==> src/rtl/i2c_mtx_params.svh <==
// register map, field positions, mode value and timing constants
`ifndef I2C_MTX_PARAMS_SVH
`define I2C_MTX_PARAMS_SVH

// =====================================================
// register offsets (byte addresses)
`define OFS_CTRL1 8'h00
`define OFS_CTRL2 8'h04
`define OFS_STATUS 8'h08
`define OFS_RELOAD 8'h0C
`define OFS_TXBUF 8'h10
`define OFS_IRQ_STAT 8'h14
`define OFS_IRQ_MASK 8'h18

// =====================================================
// field positions
`define CTRL1_WRITE_COLLISION_FLAG 7
`define CTRL1_EN 5
`define CTRL1_MODE_LO 0
`define CTRL2_ACK_STATUS_FLAG 6
`define CTRL2_STOP 2
`define CTRL2_RESTART 1
`define CTRL2_START 0
`define STATUS_BF 0
`define IRQ_PORT 0
`define IRQ_WRITE_COLLISION_FLAG 1

// =====================================================
// values
`define MODE_RELOAD 4'h8
`define FIXED_DIV 8'h04
`define ZERO32 32'h0000_0000
`define ZERO8 8'h00
`define LAST_BIT 3'h7

`endif

==> src/rtl/i2c_mtx_pkg.sv <==
// types shared by the transmit-path design files
package i2c_mtx_pkg;

    typedef enum logic [3:0] {
        ST_IDLE, ST_START, ST_START_HOLD, ST_WAIT, ST_BIT_LOW, ST_BIT_HIGH,
        ST_ACK_LOW, ST_ACK_HIGH, ST_STOP_LOW, ST_STOP_HIGH, ST_STOP_DONE,
        ST_RS_LOW, ST_RS_HIGH
    } tx_state_e;

    typedef struct packed {
        logic scl_o;
        logic scl_oe;
        logic sda_o;
        logic sda_oe;
    } pin_out_s;

    typedef struct packed {
        logic scl_i;
        logic sda_i;
    } pin_in_s;

    typedef struct packed {
        tx_state_e st;
        logic [7:0] txbuf;
        logic [7:0] shift;
        logic [2:0] bit_cnt;
        logic write_collision_flag;
        logic enable;
        logic [3:0] mode;
        logic start_req;
        logic restart_req;
        logic stop_req;
        logic ack_stat;
        logic bf;
        logic [7:0] reload;
        logic [1:0] irq_stat;
        logic [1:0] irq_mask;
        logic [31:0] prdata;
        logic scl_oe;
        logic sda_oe;
        logic sda_want;
        logic [1:0] scl_sync;
        logic [1:0] sda_sync;
    } tx_regs_s;

    typedef struct packed {
        logic [7:0] cnt;
        logic tick;
    } baud_regs_s;

endpackage

==> src/rtl/baud_counter.sv <==
// reloadable down counter that marks each baud period with a one-cycle tick
`timescale 1ns/1ps
`include "i2c_mtx_params.svh"
module baud_counter #(
    parameter int W = 8
) (
    input wire logic pclk,
    input wire logic presetn,
    input wire logic run,
    input wire logic [W-1:0] reload,
    output logic tick
);
    import i2c_mtx_pkg::*;

    initial begin
        if (W != 8) $error("baud_counter: only W = 8 is supported");
    end

    baud_regs_s r, n;

    // =====================================================
    // counter
    always_comb begin
        n = r;
        n.tick = 1'b0;
        if (!run) begin
            n.cnt = reload; // suspended: restart a full period on resume
        end else if (r.cnt == `ZERO8) begin
            n.cnt = reload;
            n.tick = 1'b1;
        end else begin
            n.cnt = r.cnt - 8'h01;
        end
    end

    always_ff @(posedge pclk or negedge presetn) begin
        if (!presetn) begin
            r <= '0;
        end else begin
            r <= n;
        end
    end

    assign tick = r.tick;
endmodule // baud_counter

==> src/rtl/i2c_master_transmit.sv <==
// i2c master transmit path with apb register slave
//
// Function
// - writing the transmit buffer starts the baud counter and sends the byte at once.
// - each bit is driven after scl falls, scl stays low one baud period then high one.
// - sda stays stable through scl high and for a hold time after the next fall.
// - buffer full sets on a transmit buffer write and clears after eight bits.
// - on the eighth clock falling edge the master releases sda for the acknowledge.
// - the acknowledge is captured in the ninth clock, clear for ack, set for nack.
// - after the ninth clock the interrupt flag sets, scl stays low, sda released.
// - the address phase sends seven address bits then the direction bit.
// - a buffer write during a byte sets write collision and is discarded.
// - a start request makes a start and raises the interrupt flag when done.
// - after a start the bus is held for a start hold time before anything else.
// - stop or restart requests raise the interrupt flag once complete.
`timescale 1ns/1ps
`include "i2c_mtx_params.svh"
module i2c_master_transmit #(
    parameter int AW = 8
) (
    input wire logic pclk,
    input wire logic presetn,
    input wire logic psel,
    input wire logic penable,
    input wire logic pwrite,
    input wire logic [AW-1:0] paddr,
    input wire logic [31:0] pwdata,
    output logic [31:0] prdata,
    output logic pready,
    output logic pslverr,
    input wire i2c_mtx_pkg::pin_in_s pins_in,
    output i2c_mtx_pkg::pin_out_s pins_out,
    output logic irq
);
    import i2c_mtx_pkg::*;

    initial begin
        if (AW < 8) $error("i2c_master_transmit: AW must be at least 8");
    end

    tx_regs_s r, n;
    logic tick;
    logic baud_run;
    logic [7:0] reload_sel;

    // =====================================================
    // decode helpers
    function automatic logic mapped(input logic [AW-1:0] a);
        case (a[7:0])
            `OFS_CTRL1, `OFS_CTRL2, `OFS_STATUS, `OFS_RELOAD,
            `OFS_TXBUF, `OFS_IRQ_STAT, `OFS_IRQ_MASK: mapped = ((a >> 8) == '0);
            default: mapped = 1'b0;
        endcase
    endfunction

    function automatic logic scl_pulled(input tx_state_e s);
        case (s)
            ST_START_HOLD, ST_WAIT, ST_BIT_LOW, ST_ACK_LOW,
            ST_STOP_LOW, ST_RS_LOW: scl_pulled = 1'b1;
            default: scl_pulled = 1'b0;
        endcase
    endfunction

    function automatic logic sda_pulled(input tx_state_e s, input logic msb);
        case (s)
            ST_START, ST_START_HOLD, ST_STOP_LOW, ST_STOP_HIGH: sda_pulled = 1'b1;
            ST_BIT_LOW, ST_BIT_HIGH: sda_pulled = ~msb;
            default: sda_pulled = 1'b0;
        endcase
    endfunction

    // =====================================================
    // baud generator
    // the fixed divide keeps reload nonzero when reload mode is not chosen
    assign reload_sel = (r.mode == `MODE_RELOAD) ? r.reload : `FIXED_DIV;
    assign baud_run = r.enable && r.st != ST_IDLE && r.st != ST_WAIT;

    baud_counter #(
        .W(8)
    ) u_baud (
        .pclk(pclk),
        .presetn(presetn),
        .run(baud_run),
        .reload(reload_sel),
        .tick(tick)
    );

    // =====================================================
    // next state
    always_comb begin
        logic wr;
        logic idle_ok;
        wr = psel && penable && pwrite;
        idle_ok = r.st == ST_IDLE || r.st == ST_WAIT;
        n = r;
        n.scl_sync = {r.scl_sync[0], pins_in.scl_i};
        n.sda_sync = {r.sda_sync[0], pins_in.sda_i};

        // register reads sampled in the setup phase
        if (psel && !penable) begin
            n.prdata = `ZERO32;
            case (paddr[7:0])
                `OFS_CTRL1: begin
                    n.prdata[`CTRL1_WRITE_COLLISION_FLAG] = r.write_collision_flag;
                    n.prdata[`CTRL1_EN] = r.enable;
                    n.prdata[`CTRL1_MODE_LO +: 4] = r.mode;
                end
                `OFS_CTRL2: begin
                    n.prdata[`CTRL2_ACK_STATUS_FLAG] = r.ack_stat;
                    n.prdata[`CTRL2_STOP] = r.stop_req;
                    n.prdata[`CTRL2_RESTART] = r.restart_req;
                    n.prdata[`CTRL2_START] = r.start_req;
                end
                `OFS_STATUS: n.prdata[`STATUS_BF] = r.bf;
                `OFS_RELOAD: n.prdata[7:0] = r.reload;
                `OFS_TXBUF: n.prdata[7:0] = r.txbuf;
                `OFS_IRQ_STAT: n.prdata[1:0] = r.irq_stat;
                `OFS_IRQ_MASK: n.prdata[1:0] = r.irq_mask;
                default: n.prdata = `ZERO32;
            endcase
            if (!mapped(paddr)) n.prdata = `ZERO32;
        end

        // register writes; hardware sets below override clears
        if (wr && mapped(paddr)) begin
            case (paddr[7:0])
                `OFS_CTRL1: begin
                    n.write_collision_flag = r.write_collision_flag & pwdata[`CTRL1_WRITE_COLLISION_FLAG];
                    n.enable = pwdata[`CTRL1_EN];
                    n.mode = pwdata[`CTRL1_MODE_LO +: 4];
                end
                `OFS_CTRL2: begin
                    n.start_req = r.start_req | pwdata[`CTRL2_START];
                    n.restart_req = r.restart_req | pwdata[`CTRL2_RESTART];
                    n.stop_req = r.stop_req | pwdata[`CTRL2_STOP];
                end
                `OFS_RELOAD: n.reload = pwdata[7:0];
                `OFS_TXBUF: begin
                    if (idle_ok && r.enable) begin
                        n.txbuf = pwdata[7:0];
                        n.shift = pwdata[7:0];
                        n.bit_cnt = 3'h0;
                        n.bf = 1'b1;
                        n.st = ST_BIT_LOW;
                    end else begin
                        n.write_collision_flag = 1'b1;
                        n.irq_stat[`IRQ_WRITE_COLLISION_FLAG] = 1'b1;
                    end
                end
                `OFS_IRQ_STAT: n.irq_stat = r.irq_stat & ~pwdata[1:0];
                `OFS_IRQ_MASK: n.irq_mask = pwdata[1:0];
                default: n.irq_mask = r.irq_mask;
            endcase
            // irq collision bit kept only while already clear and the ctrl1 flag is set; a set bit still clears
            if (paddr[7:0] == `OFS_IRQ_STAT && r.write_collision_flag && !r.irq_stat[`IRQ_WRITE_COLLISION_FLAG]) begin
                n.irq_stat[`IRQ_WRITE_COLLISION_FLAG] = r.irq_stat[`IRQ_WRITE_COLLISION_FLAG];
            end
        end

        // bus sequencer
        case (r.st)
            ST_IDLE: begin
                if (r.start_req && n.st == ST_IDLE) begin
                    n.start_req = 1'b0;
                    n.st = ST_START;
                end
            end
            ST_START: begin
                if (tick) n.st = ST_START_HOLD;
            end
            ST_START_HOLD: begin
                // scl and sda both low a full period before anything else
                if (tick) begin
                    n.st = ST_WAIT;
                    n.irq_stat[`IRQ_PORT] = 1'b1;
                end
            end
            ST_WAIT: begin
                if (n.st == ST_WAIT) begin
                    if (r.stop_req) begin
                        n.stop_req = 1'b0;
                        n.st = ST_STOP_LOW;
                    end else if (r.restart_req) begin
                        n.restart_req = 1'b0;
                        n.st = ST_RS_LOW;
                    end
                end
            end
            ST_BIT_LOW: begin
                if (tick) n.st = ST_BIT_HIGH;
            end
            ST_BIT_HIGH: begin
                if (tick) begin
                    if (r.bit_cnt == `LAST_BIT) begin
                        n.bf = 1'b0;
                        n.st = ST_ACK_LOW;
                    end else begin
                        n.shift = {r.shift[6:0], 1'b0};
                        n.bit_cnt = r.bit_cnt + 3'h1;
                        n.st = ST_BIT_LOW;
                    end
                end
            end
            ST_ACK_LOW: begin
                if (tick) n.st = ST_ACK_HIGH;
            end
            ST_ACK_HIGH: begin
                if (tick) begin
                    n.ack_stat = r.sda_sync[1];
                    n.irq_stat[`IRQ_PORT] = 1'b1;
                    n.st = ST_WAIT;
                end
            end
            ST_STOP_LOW: begin
                if (tick) n.st = ST_STOP_HIGH;
            end
            ST_STOP_HIGH: begin
                if (tick) n.st = ST_STOP_DONE;
            end
            ST_STOP_DONE: begin
                // sda released with scl high: the stop itself, then a bus free time
                if (tick) begin
                    n.irq_stat[`IRQ_PORT] = 1'b1;
                    n.st = ST_IDLE;
                end
            end
            ST_RS_LOW: begin
                if (tick) n.st = ST_RS_HIGH;
            end
            ST_RS_HIGH: begin
                if (tick) n.st = ST_START; // restart ends like a start
            end
            default: n.st = ST_IDLE;
        endcase

        if (!n.enable) begin
            n.st = ST_IDLE;
            n.start_req = 1'b0;
            n.restart_req = 1'b0;
            n.stop_req = 1'b0;
            n.bf = 1'b0;
        end

        // scl moves first, sda follows one cycle later for hold time
        n.scl_oe = scl_pulled(n.st);
        n.sda_want = sda_pulled(n.st, n.shift[7]);
        n.sda_oe = r.sda_want;
    end

    always_ff @(posedge pclk or negedge presetn) begin
        if (!presetn) begin
            r <= '0;
        end else begin
            r <= n;
        end
    end

    // =====================================================
    // outputs
    assign prdata = r.prdata;
    assign pready = 1'b1;
    assign pslverr = psel && penable && !mapped(paddr);
    assign irq = |(r.irq_stat & r.irq_mask);
    assign pins_out.scl_o = 1'b0;
    assign pins_out.sda_o = 1'b0;
    assign pins_out.scl_oe = r.scl_oe;
    assign pins_out.sda_oe = r.sda_oe;
endmodule // i2c_master_transmit

==> config.mk <==
export PLATFORM = sky130hd
export DESIGN_NAME = i2c_master_transmit
export DESIGN_NICKNAME = d
export VERILOG_FILES = /design/src/rtl/i2c_mtx_pkg.sv /design/src/rtl/baud_counter.sv /design/src/rtl/i2c_master_transmit.sv
export VERILOG_INCLUDE_DIRS = /design/src /design/src/rtl
export SDC_FILE = /design/constraint.sdc
export NUM_CORES = 1
export LEC_CHECK = 0
export ABC_AREA = 1
export BUFFER_PORTS_ARGS = -buffer_cell sky130_fd_sc_hd__buf_4
export CORE_MARGIN = 3
export CORE_UTILIZATION = 57
export CTS_BUF_LIST = sky130_fd_sc_hd__clkbuf_2
export CTS_CLUSTER_DIAMETER = 100
export CTS_CLUSTER_SIZE = 14
export DETAILED_ROUTE_END_ITERATION = 7
export PLACE_DENSITY = 0.84
export RECOVER_POWER = 50
export SYNTH_ARGS = -nofsm -noshare
export SYNTH_HDL_FRONTEND = slang
export SYNTH_SLANG_ARGS = --single-unit
==> constraint.sdc <==
create_clock -name pclk -period 2.1 [get_ports pclk]
set_input_delay 0.21 -clock pclk [delete_from_list [all_inputs] [get_ports pclk]]
set_output_delay 0.21 -clock pclk [all_outputs]
set_load 0.01 [all_outputs]
[Word-level counts from Yosys, hierarchy flattened]
Index checks and enable logic that the tools add are counted.
Cells by class
  $lt $le $gt $ge: 0
  div/mod/pow operators: 0
  $mul: 0
  reduce and logical (&&, ||, !) cells: 36
  add/subtract/negate cells: 2
  bitwise logic cells: 9
  equality and inequality tests: 32
  shifts and indexed selects: 0
  mux-type cells: 67
Operators by type and width (number)
  $mux W4: 15
  $pmux W4 S12: 1
  $mux W23: 2
  $mux W8: 5
  $eq A4 B4 Y1 const B: 9
  $mux W11: 3
  $mux W32: 1
  $eq A4 B3 Y1 const B: 7
  $eq A8 B5 Y1 const B: 3
  $mux W1: 21
  $eq A4 B2 Y1 const B: 5
  $eq A8 B4 Y1 const B: 2
  $logic_not A8 Y1: 2
  $mux W13: 1
  $pmux W1 S3: 4
  $logic_and A1 B1 Y1: 11
  $eq A4 B1 Y1 const B: 2
  $eq A8 B3 Y1 const B: 1
  $logic_not A4 Y1: 2
  $mux W2: 4
  $pmux W1 S2: 4
  $reduce_and A2 Y1: 4
  $sub A8 B1 Y8 const B: 1
  $pmux W1 S7: 1
  24 further kinds: 35
Word-level totals
  ROM bits: 0
  output and inout port bits: 39
  latch bits: 0
  memories kept: 0
  RAM bits: 0
  input bits: 47
  logic and storage cells: 169
  register bits after elaboration: 92

[Logic depth before layout (Yosys ltp)]
Gate-level depths: netlist (run 1).
  word-level depth: 14
  gate-level depth with buffers: 17
  gate-level depth less buffers: 16

[Modules after synthesis]
A second synthesis (run 1) with hierarchy kept.
Second synthesis, totals
  cell total of the unflattened synthesis: 534
  area total of the unflattened synthesis: 4164.0 um^2
By module, submodules not included
  i2c_master_transmit: instances 1, cells an instance 452, sequential area each 1476.4 um^2, area each 3572.2 um^2
  baud_counter: instances 1, cells an instance 82, sequential area each 225.2 um^2, area each 591.8 um^2

[Worst setup path before layout (run 1)]
Ideal clock, no wire load.
  kind: register -> register
  start: register r[62] in the netlist's numbering
  end: register r[65] in the netlist's numbering
  data required time: 1.978 ns
  clock period less this slack: 1.870 ns
  cell stages (with the launch flop): 10
  arrival: 1.748 ns
  buffers on the path: 0
  setup time: 0.122 ns
  slack: 0.230 ns
  path through: dfrtp_1 ha_1 ha_1 nor2_1 inv_1 nor2_2 inv_1 nand2_2 clkinv_1 a32o_1
RTL lines
  from (decl): RTL line i2c_master_transmit.sv:41  | tx_regs_s r, n;
  from (signal assigned): RTL line i2c_master_transmit.sv:254  | r <= n;

==> results of run 1 <==
==> metrics by stage <==
stage / hold slack [ps] / setup slack, ps
floorplan: -85.6 / 230
global placement: 320 / 115
detailed placement: 321 / 90.0
CTS: 35.0 / 86.6
global route: 34.6 / -127
finish: 45.0 / -4.86
==> cell families after synthesis <==
kind of cell	after synthesis	synth area share
fa+ha+maj	4	0.0127
other cells	2	0.00190
flops	68	0.431
simple gates	216	0.262
xor+xnor	6	0.0133
buf+inv	115	0.150
compound gates	88	0.129
==> final timing paths <==
path / startpoint / to / slack (ps) / cells after the start
max reg2reg: r[82] / pins_out[2] / -5 / 13
min: penable / prdata[4] / 40 / 4
max: r[82] / pins_out[2] / -5 / 13
min reg2reg: n[5] / pins_out[0] / 370 / 0
max in group asynchronous: presetn / r[81] / 360 / 2
min in group asynchronous: presetn / u_baud.r[2] / 670 / 2
==> critical path, stage by stage, from the launching register on <==
cell      delay [ps]
dfrtp_2          490
buf_4            160
nor2_1           180
inv_1            110
nor2_1           180
a21oi_1           80
o211ai_1         130
nand2_1           70
and2_0           180
nor2_2           120
nand2_2           90
nand2_1          120
nor2_2            50
a21oi_2           90
==> synth_stat cells, drive strengths merged <==
cell type,count,area [µm²]
dfrtp,68,1700
nand2,127,524
nor3,3,15.0
o221ai,2,17.5
ha,4,50.1
a31oi,1,6.26
o21ai,49,249
a221oi,2,17.5
and3,2,18.8
a32o,1,10.0
o2111ai,1,8.76
inv,69,262
nand4,3,18.8
clkbuf,2,7.51
xnor2,3,26.3
buf,42,318
o21bai,1,7.51
o22ai,7,43.8
a21oi,17,96.4
o211ai,5,37.5
conb,2,7.51
nor4,4,25.0
nand3,23,165
clkinv,2,7.51
a22o,2,17.5
xor2,3,26.3
nor2,52,255
or3,1,6.26
and2,1,6.26
==> power groups by stage <==
stage | registers [mW] | logic (mW) | clock network [mW]
after detailed placement | 1.34 | 0.129 | 0
after global placement | 1.34 | 0.127 | 0
after floorplan | 1.34 | 0.0899 | 0
after global routing | 1.32 | 0.161 | 0.778
final | 1.31 | 0.143 | 0.696
after CTS | 1.31 | 0.144 | 0.711
==> cells in the final DEF, fill, tap and decap left out, drive strengths merged, types with 2 or more instances in the layout <==
master	Yosys	layout
dlygate4sd3	0	10
nand4	3	3
nand2	127	127
a221oi	2	2
clkinv	2	4
dfrtp	68	68
o21ai	49	49
o221ai	2	2
a21oi	17	17
buf	42	44
ha	4	4
xnor2	3	3
inv	69	69
nor4	4	4
a22o	2	2
conb	2	27
nor3	3	3
o22ai	7	7
o211ai	5	5
and3	2	2
nor2	52	52
nand3	23	23
xor2	3	3
clkbuf	2	14
==> layout make-up <==
class                   instances  area [µm²]
inverters                      71         269
clock buffers                  12        60.1
repair buffers                 56         443
fillers                       537        2130
multi-input cells             341        1790
flip-flops and latches         68        1710
clock inverters                 3        38.8
well taps                      77        96.3
==> routing by layer <==
metal / part of all wire / wire [µm] / vias up
li1: - / - / 1637
met2: 0.49 / 4380 / 156
met1: 0.43 / 3870 / 1554
met3: 0.069 / 623 / 13
met5: 0 / 0 / -
met4: 0.014 / 124 / 0
==> sequential cells by signal (all words and copies together) (netlist names) <==
name and flops:
n 2, u_baud.r 8, pins_out 2, r 47, prdata 8, u_baud.tick 1
==> repair_timing <==
action | CTS | global route
setup endpoints to repair | 0 | 14
hold buffers | 10 | 0
gates resized for setup | 0 | 13
hold endpoints to repair | 79 | 0
buffers inserted | 0 | 6
==> metrics.cfg, run 1 <==
[timing]
rsz0062_at_grt=yes
hold_viol_final=0
tns_ps=-4.86
finalSetupViolCount=1
worst_pin_slew_ps=1610
fin_skew_ps=15.8
final_max_slew_viol_count=69
finalCriticalPeriod_ps=2100
setup_slack_ps=-4.86
min_period_over_period=1.00
relSlewSlack=-0.0752
timing.fmax_mhz=475

[drt]
drc=0
ant_nets=0
drt_iter0_markers=268
avgViaCountPerCell=5.35
num_vias=3360
firstDrtPassIters=5
detail_route.wl_per_cell_um=14.3
finalWirelength_mm=9.00

[power_and_ir_drop]
power_density_nw_per_um2=490
p_clk_frac=0.323
pwr-share-comb=0.066
p_sw_mw=0.512
internal_power_mw=1.64
leakagePower_nw=2.15
swShare=0.238
power_frac_seq=0.610
peakVddDrop_v=0.000291
finalPower_mw=2.15

[global_routing]
grt_usage=0.232
top_usage_layer=met2
use_met1=0.329
met3_usage=0.0295
antenna_found_initial=0
grt_pass1_wl_mm=14.1
met2_usage=0.366
grt_max_degree=69
overflow=0
first_global_vias=2979

[yosys]
yosys_warnings=0
avgSynthCellArea_um2=7.92
ys_types=43
syn_inst=499
ys_ff_latch=68
synth.cell_area_um2=3950
synth_seq_area_share=0.431

[run]
cap_violations=1

[finish]
nNetsFinal=598
final_cells=628
drive_gt1_frac=0.223
fin_util=0.673
design_area_um2=4400
area_growth_pct=11.3
antenna_cells=0

[die]
dieHeight_um=89.3
coreArea_um2=6530
start_util=0.605
fp.dieW_um=89.3
die-area_um2=7970
fp-row-count=29
io_pins=86

[place]
port_buffers=33
dpl_cell_area_um2=4120
hpwl_mm=6.65
dp_cells=597
globalplace.congestion=0.954

[clock_tree]
cts_tree=yes
cts_root_buf=clkbuf_2
clk_pin_slew_ps=150
cts_max_level=3
clk_latency_ps=470
numCtsBuffers=9
clockBufferDepth=2
cts.sinks=68

[status]
violations=max-capacitance violations, max-slew violations, negative setup slack
status=finished with violations

[setup_path]
worstPathArrival_ps=2510
crit_required_ps=2510
cp_max_fo=5
crit_type=flop to flop
endpoint_kind=flop
start_kind=flop

[worst_hold_path]
hold_path.class=input port to flop

Note: power is estimated with default switching activity, not from simulation.
==> run 2, diff against run 1 <==
--- a/config.mk
+++ b/config.mk
@@ -9,12 +9,11 @@
 export ABC_AREA = 1
 export BUFFER_PORTS_ARGS = -buffer_cell sky130_fd_sc_hd__buf_4
 export CORE_MARGIN = 3
-export CORE_UTILIZATION = 57
-export CTS_BUF_LIST = sky130_fd_sc_hd__clkbuf_2
+export CORE_UTILIZATION = 55
 export CTS_CLUSTER_DIAMETER = 100
 export CTS_CLUSTER_SIZE = 14
 export DETAILED_ROUTE_END_ITERATION = 7
-export PLACE_DENSITY = 0.84
+export PLACE_DENSITY = 0.82
 export RECOVER_POWER = 50
 export SYNTH_ARGS = -nofsm -noshare
 export SYNTH_HDL_FRONTEND = slang
==> run 2 against run 1 <==
Net effect: the flow now finishes without violations; largest power group unchanged; die area up 3.4%; setup slack improved by 81 ps; first-iteration DRC count increased by 1.1%; clock power grew 72%; cell area down 0.40%; register-to-register slack improved by 80 ps; sequential cell count did not move; wire length increased by 0.23%; sequential power about the same; clock skew down 9.8 ps.
==> metrics.cfg, run 2 (synthesized netlist as in run 1, its figures left out) <==
[drt]
detail_route.wl_per_cell_um=14.1
drt_iter0_markers=271
avgViaCountPerCell=5.18
finalWirelength_mm=9.02
drc=0
ant_nets=0
firstDrtPassIters=6
num_vias=3314

[timing]
rsz0062_at_grt=yes
timing.fmax_mhz=494
min_period_over_period=0.964
hold_viol_final=0
finalSetupViolCount=0
worst_pin_slew_ps=1440
worst_hold_slack_ps=85.6
finalCriticalPeriod_ps=2020
final_max_slew_viol_count=0
fin_skew_ps=6.01
relSlewSlack=0.0374
tns_ps=0

[global_routing]
grt_usage=0.228
overflow=0
first_global_vias=3168
grt_max_degree=69
grt_pass1_wl_mm=14.9
antenna_found_initial=0

[place]
dpl_cell_area_um2=4160
hpwl_mm=6.75
globalplace.congestion=0.877
port_buffers=33

[finish]
regMostFlops=r
final_common_cell=nand2_1
design_area_um2=4380
layout_common_cells=nand2_1, inv_1, dfrtp_1
nNetsFinal=590
drive_gt1_frac=0.191
area_growth_pct=10.8
fillCellCount=601
largest_reg_flops=47
antenna_cells=0

[die]
start_util=0.575
fp-row-count=30
die-area_um2=8240
io_pins=86
dieHeight_um=90.8
coreArea_um2=6870
fp.dieW_um=90.8

[power_and_ir_drop]
finalPower_mw=2.64
p_clk_frac=0.453
internal_power_mw=2.05
power_frac_seq=0.498
leakagePower_nw=2.10
peakVddDrop_v=0.000317
p_sw_mw=0.590
power_density_nw_per_um2=603
swShare=0.223
pwr-share-comb=0.049

[run]
cap_violations=0

[setup_path]
start_kind=flop
path_cells=nor2_4, nand2_2, nand2_2, nand2_2, nor2_4, nand3_4, nand2_2, nand2_1, nand2_1, nor2_1, nor2_1, nand2_1, nand2_1, a21oi_2
cp_max_fo=9
cp_num_buf_inv=0
endpoint_kind=flop
critPathSlowestCell=dfrtp_2
crit_type=flop to flop
cpPeakStageDelay_ps=470
worstPathArrival_ps=2270
path_delay_family=simple AND/OR/NAND/NOR gates
crit_required_ps=2350

[clock_tree]
cts_tree=yes
clk_pin_slew_ps=70
cts.sinks=68
clk_latency_ps=360
clockBufferDepth=2
cts_max_level=3
cts_root_buf=clkbuf_8
numCtsBuffers=9

[worst_hold_path]
hold_path.class=input port to flop

[status]
status=completed

[run 2: changes by cell type in the layout (fill, tap and decap cells not counted), moves of 5 or more]
cell / change
dlygate4sd3_1: -8
clkbuf_2: -13
nor2_1: +6
nor2_2: -5
buf_4: -12
clkbuf_1: +13
clkbuf_8: +10
[run 2: area by class of cell]
| type | instances | area (µm²) | area share |
|---|---|---|---|
| sequential | 68 | 1710 | 0.390 |
| inverter | 71 | 269 | 0.0614 |
| clock buffer | 12 | 145 | 0.0331 |
| clock inverter | 4 | 72.6 | 0.0166 |
| multi-input combinational | 341 | 1750 | 0.398 |
| tap | 96 | 120 | 0.0274 |
| timing repair buffer | 48 | 322 | 0.0734 |
[run 2: worst paths after layout]
path / from / endpoint / slack [ps] / depth (start not counted)
min in group asynchronous: presetn / prdata[4] / 750 / 2
worst max-delay path: r[83] / pins_out[2] / 80 / 14
worst min-delay path: pwdata[3] / r[46] / 90 / 3
worst min register to register: n[5] / pins_out[0] / 350 / 0
max in group asynchronous: presetn / r[81] / 390 / 2
worst max register to register: r[83] / pins_out[2] / 80 / 14
[run 2: through the flow]
step | util | instances | worst slack [ps]
floorplan | - | 524 | 230
global placement | 0.606 | 619 | 138
detailed placement | 0.606 | 619 | 54.7
CTS | 0.641 | 637 | 38.8
global route | 0.638 | 640 | -18.3
finish | 0.638 | 640 | 75.8
[run 2: worst reg2reg max path, stage by stage, from the launching register on]
cell	delay, ps
dfrtp_2	470
nor2_4	190
nand2_2	110
nand2_2	100
nand2_2	80
nor2_4	130
nand3_4	140
nand2_2	110
nand2_1	90
nand2_1	110
nor2_1	50
nor2_1	160
nand2_1	70
nand2_1	70
a21oi_2	50
[run 2: metal layers]
metal | track usage | share of wire
met3 | 0.0517 | 0.072
met4 | 0.103 | 0.029
met2 | 0.380 | 0.48
met1 | 0.283 | 0.42
met5 | 0 | 0
[run 2: power by group through the flow]
stage                     registers (mW)  clock network (mW)  logic (mW)
after floorplan                     1.34                   0      0.0899
after global placement              1.34                   0       0.127
after detailed placement            1.34                   0       0.130
after CTS                           1.31                1.20       0.133
after global routing                1.31                1.27       0.146
final                               1.31                1.20       0.130
[run 2: repair_timing]
| item | in CTS | in global routing |
|---|---|---|
| setup endpoints to repair | 0 | 4 |
| hold buffers | 2 | 0 |
| hold endpoints to repair | 62 | 0 |
| setup buffers | 0 | 3 |
| gates resized for setup | 0 | 7 |
==> run 3, diff against run 2 <==
--- a/config.mk
+++ b/config.mk
@@ -9,12 +9,13 @@
 export ABC_AREA = 1
 export BUFFER_PORTS_ARGS = -buffer_cell sky130_fd_sc_hd__buf_4
 export CORE_MARGIN = 3
-export CORE_UTILIZATION = 55
+export CORE_UTILIZATION = 50
 export CTS_CLUSTER_DIAMETER = 100
 export CTS_CLUSTER_SIZE = 14
 export DETAILED_ROUTE_END_ITERATION = 7
-export PLACE_DENSITY = 0.82
+export PLACE_DENSITY = 0.78
 export RECOVER_POWER = 50
 export SYNTH_ARGS = -nofsm -noshare
 export SYNTH_HDL_FRONTEND = slang
 export SYNTH_SLANG_ARGS = --single-unit
+export TNS_END_PERCENT = 100
==> constraint.sdc (replaced) <==
create_clock -name pclk -period 1.7 [get_ports pclk]
set_input_delay 0.17 -clock pclk [delete_from_list [all_inputs] [get_ports pclk]]
set_output_delay 0.17 -clock pclk [all_outputs]
set_load 0.01 [all_outputs]
==> run 3 against run 2 <==
Net effect: the flow now finishes with violations (negative setup slack); sequential share of layout area down 5.7 points; combinational power grew 36%; critical path depth shrank 1; die area increased by 9.3%; register-to-register slack got worse by 420 ps; setup slack got worse by 420 ps; largest power group unchanged; via count up 11%; critical endpoint is now r[84].
==> metrics.cfg, run 3 (synthesized netlist as in run 1, its figures left out) <==
[die]
die-area_um2=9010
dieHeight_um=94.9
coreArea_um2=7450
io_pins=86
start_util=0.531
fp.dieW_um=94.9
fp-row-count=31

[worst_hold_path]
hold_path.class=input port to flop
hold_depth=3
holdCritStartpoint=pwdata[3]
worstHoldEndpoint=r[46]

[timing]
fin_skew_ps=10.6
relSlewSlack=0.220
worst_hold_slack_ps=37.1
setup_slack_ps=-347
hold_viol_final=0
final_max_slew_viol_count=0
rsz0062_at_grt=yes
finalSetupViolCount=27
timing.fmax_mhz=488
finalCriticalPeriod_ps=2050
min_period_over_period=1.20
worst_pin_slew_ps=1170

[setup_path]
r2r_end=r[84]
crit_required_ps=1950
rr_startpoint=r[82]
cp_max_fo=5
crit_path_start=r[82]
path_cells=inv_2, nor2_1, buf_4, inv_1, nor2_1, nand3_1, o21ai_0, nor4_1, nand2_2, nand2_4, inv_2, buf_4, buf_6
reg2regPathDepth=13
cp_num_buf_inv=6
path_delay_family=simple AND/OR/NAND/NOR gates
start_kind=flop
rrSetupSlack_ps=-350
worstPathArrival_ps=2300
critPathSlowestCell=dfrtp_2
endpoint_kind=flop
cpPeakStageDelay_ps=460
crit_type=flop to flop

[clock_tree]
cts.sinks=68
clk_pin_slew_ps=70
cts_tree=yes
numCtsBuffers=9
clockBufferDepth=2
clk_latency_ps=360
cts_root_buf=clkbuf_8
cts_max_level=3

[drt]
detail_route.wl_per_cell_um=14.5
ant_nets=0
drt_iter0_markers=265
wl_met3_um=827
num_vias=3664
wl_met2_mm=4.96
avgViaCountPerCell=5.18
m1WireLength_mm=4.23
top_layer_used=met4
firstDrtPassIters=5
finalWirelength_mm=10.3
drc=0

[global_routing]
antenna_found_initial=0
first_global_vias=3499
grt_max_degree=30
overflow=0
grt_pass1_wl_mm=16.2
grt_usage=0.234

[finish]
drive_gt1_frac=0.369
layout_common_cells=buf_4, nand2_1, dfrtp_1
largest_reg_flops=47
area_growth_pct=29.9
regMostFlops=r
final_common_cell=buf_4
antenna_cells=0
nNetsFinal=655
final_cells=708
fillCellCount=599

[place]
port_buffers=33
hpwl_mm=7.37
globalplace.congestion=0.935
dp_cells=682
place_ws_ps=-293

[run]
cap_violations=0

[status]
violations=negative setup slack
status=finished with violations

[power_and_ir_drop]
finalPower_mw=3.20
leakagePower_nw=2.49
peakVddDrop_v=0.000685
power_density_nw_per_um2=622

## run 3: cell types whose count changed in the layout (fill, tap and decap cells not counted), moves of 7 or more
cell	before	now
o21ai_0	44	35
buf_6	0	7
clkbuf_1	13	1
nor2_2	12	22
nand2_1	109	97
nor2_1	37	25
nand2_2	17	24
buf_4	32	101
## run 3: through the flow
stage               TNS, ps  instance area [µm²]  utilization
finish                -2110                 5140        0.690
global route          -5280                 5140        0.690
CTS                    -786                 4990        0.670
detailed placement    -2890                 4640        0.623
global placement      -2080                 4640        0.623
floorplan              -114                 4060            -
## run 3: cell type report
class | count | area, µm² | area share
flip-flops and latches | 68 | 1710 | 0.332
inverters | 71 | 280 | 0.0546
clock buffers | 11 | 151 | 0.0295
well taps | 99 | 124 | 0.0241
clock inverters | 5 | 58.8 | 0.0114
repair buffers | 113 | 888 | 0.173
multi-input cells | 341 | 1930 | 0.375
## run 3: where the power goes
part           internal, mW  switching, mW  total, mW
clock                 0.759          0.639       1.40
sequential             1.62        0.00137       1.62
combinational        0.0561          0.120      0.177
## run 3: how the worst max path moves through the flow
stage	to	slack [ps]	cells after the start
2_1_floorplan	pins_out[2]	-80	16
3_3_place_gp	pins_out[2]	-300	13
3_5_place_dp	pins_out[2]	-290	13
4_1_cts	pins_out[2]	-200	13
5_1_grt	n[5]	-470	15
6_report	r[84]	-350	13
## run 3: routing by layer
metal | GRT usage | vias to the layer above
li1 | - | 1740
met1 | 0.311 | 1732
met2 | 0.373 | 167
met3 | 0.0502 | 25
met4 | 0.0901 | 0
met5 | 0 | -
## run 3: timing repair
item / in CTS / in global routing
buffers inserted: 6 / 2
endpoints found under the setup margin: 24 / 36
resized for setup: 30 / 45
gates cloned: 0 / 0
hold buffers: 2 / 0
hold endpoints to repair: 43 / 0
pin swaps: 10 / 13
## run 3: worst register-to-register path: stages, from the launching register on
cell     delay (ps)
dfrtp_2         460
inv_2            70
nor2_1           60
buf_4           150
inv_1            50
nor2_1           50
nand3_1          70
o21ai_0          90
nor4_1          380
nand2_2         170
nand2_4         130
inv_2            40
buf_4           120
buf_6           100
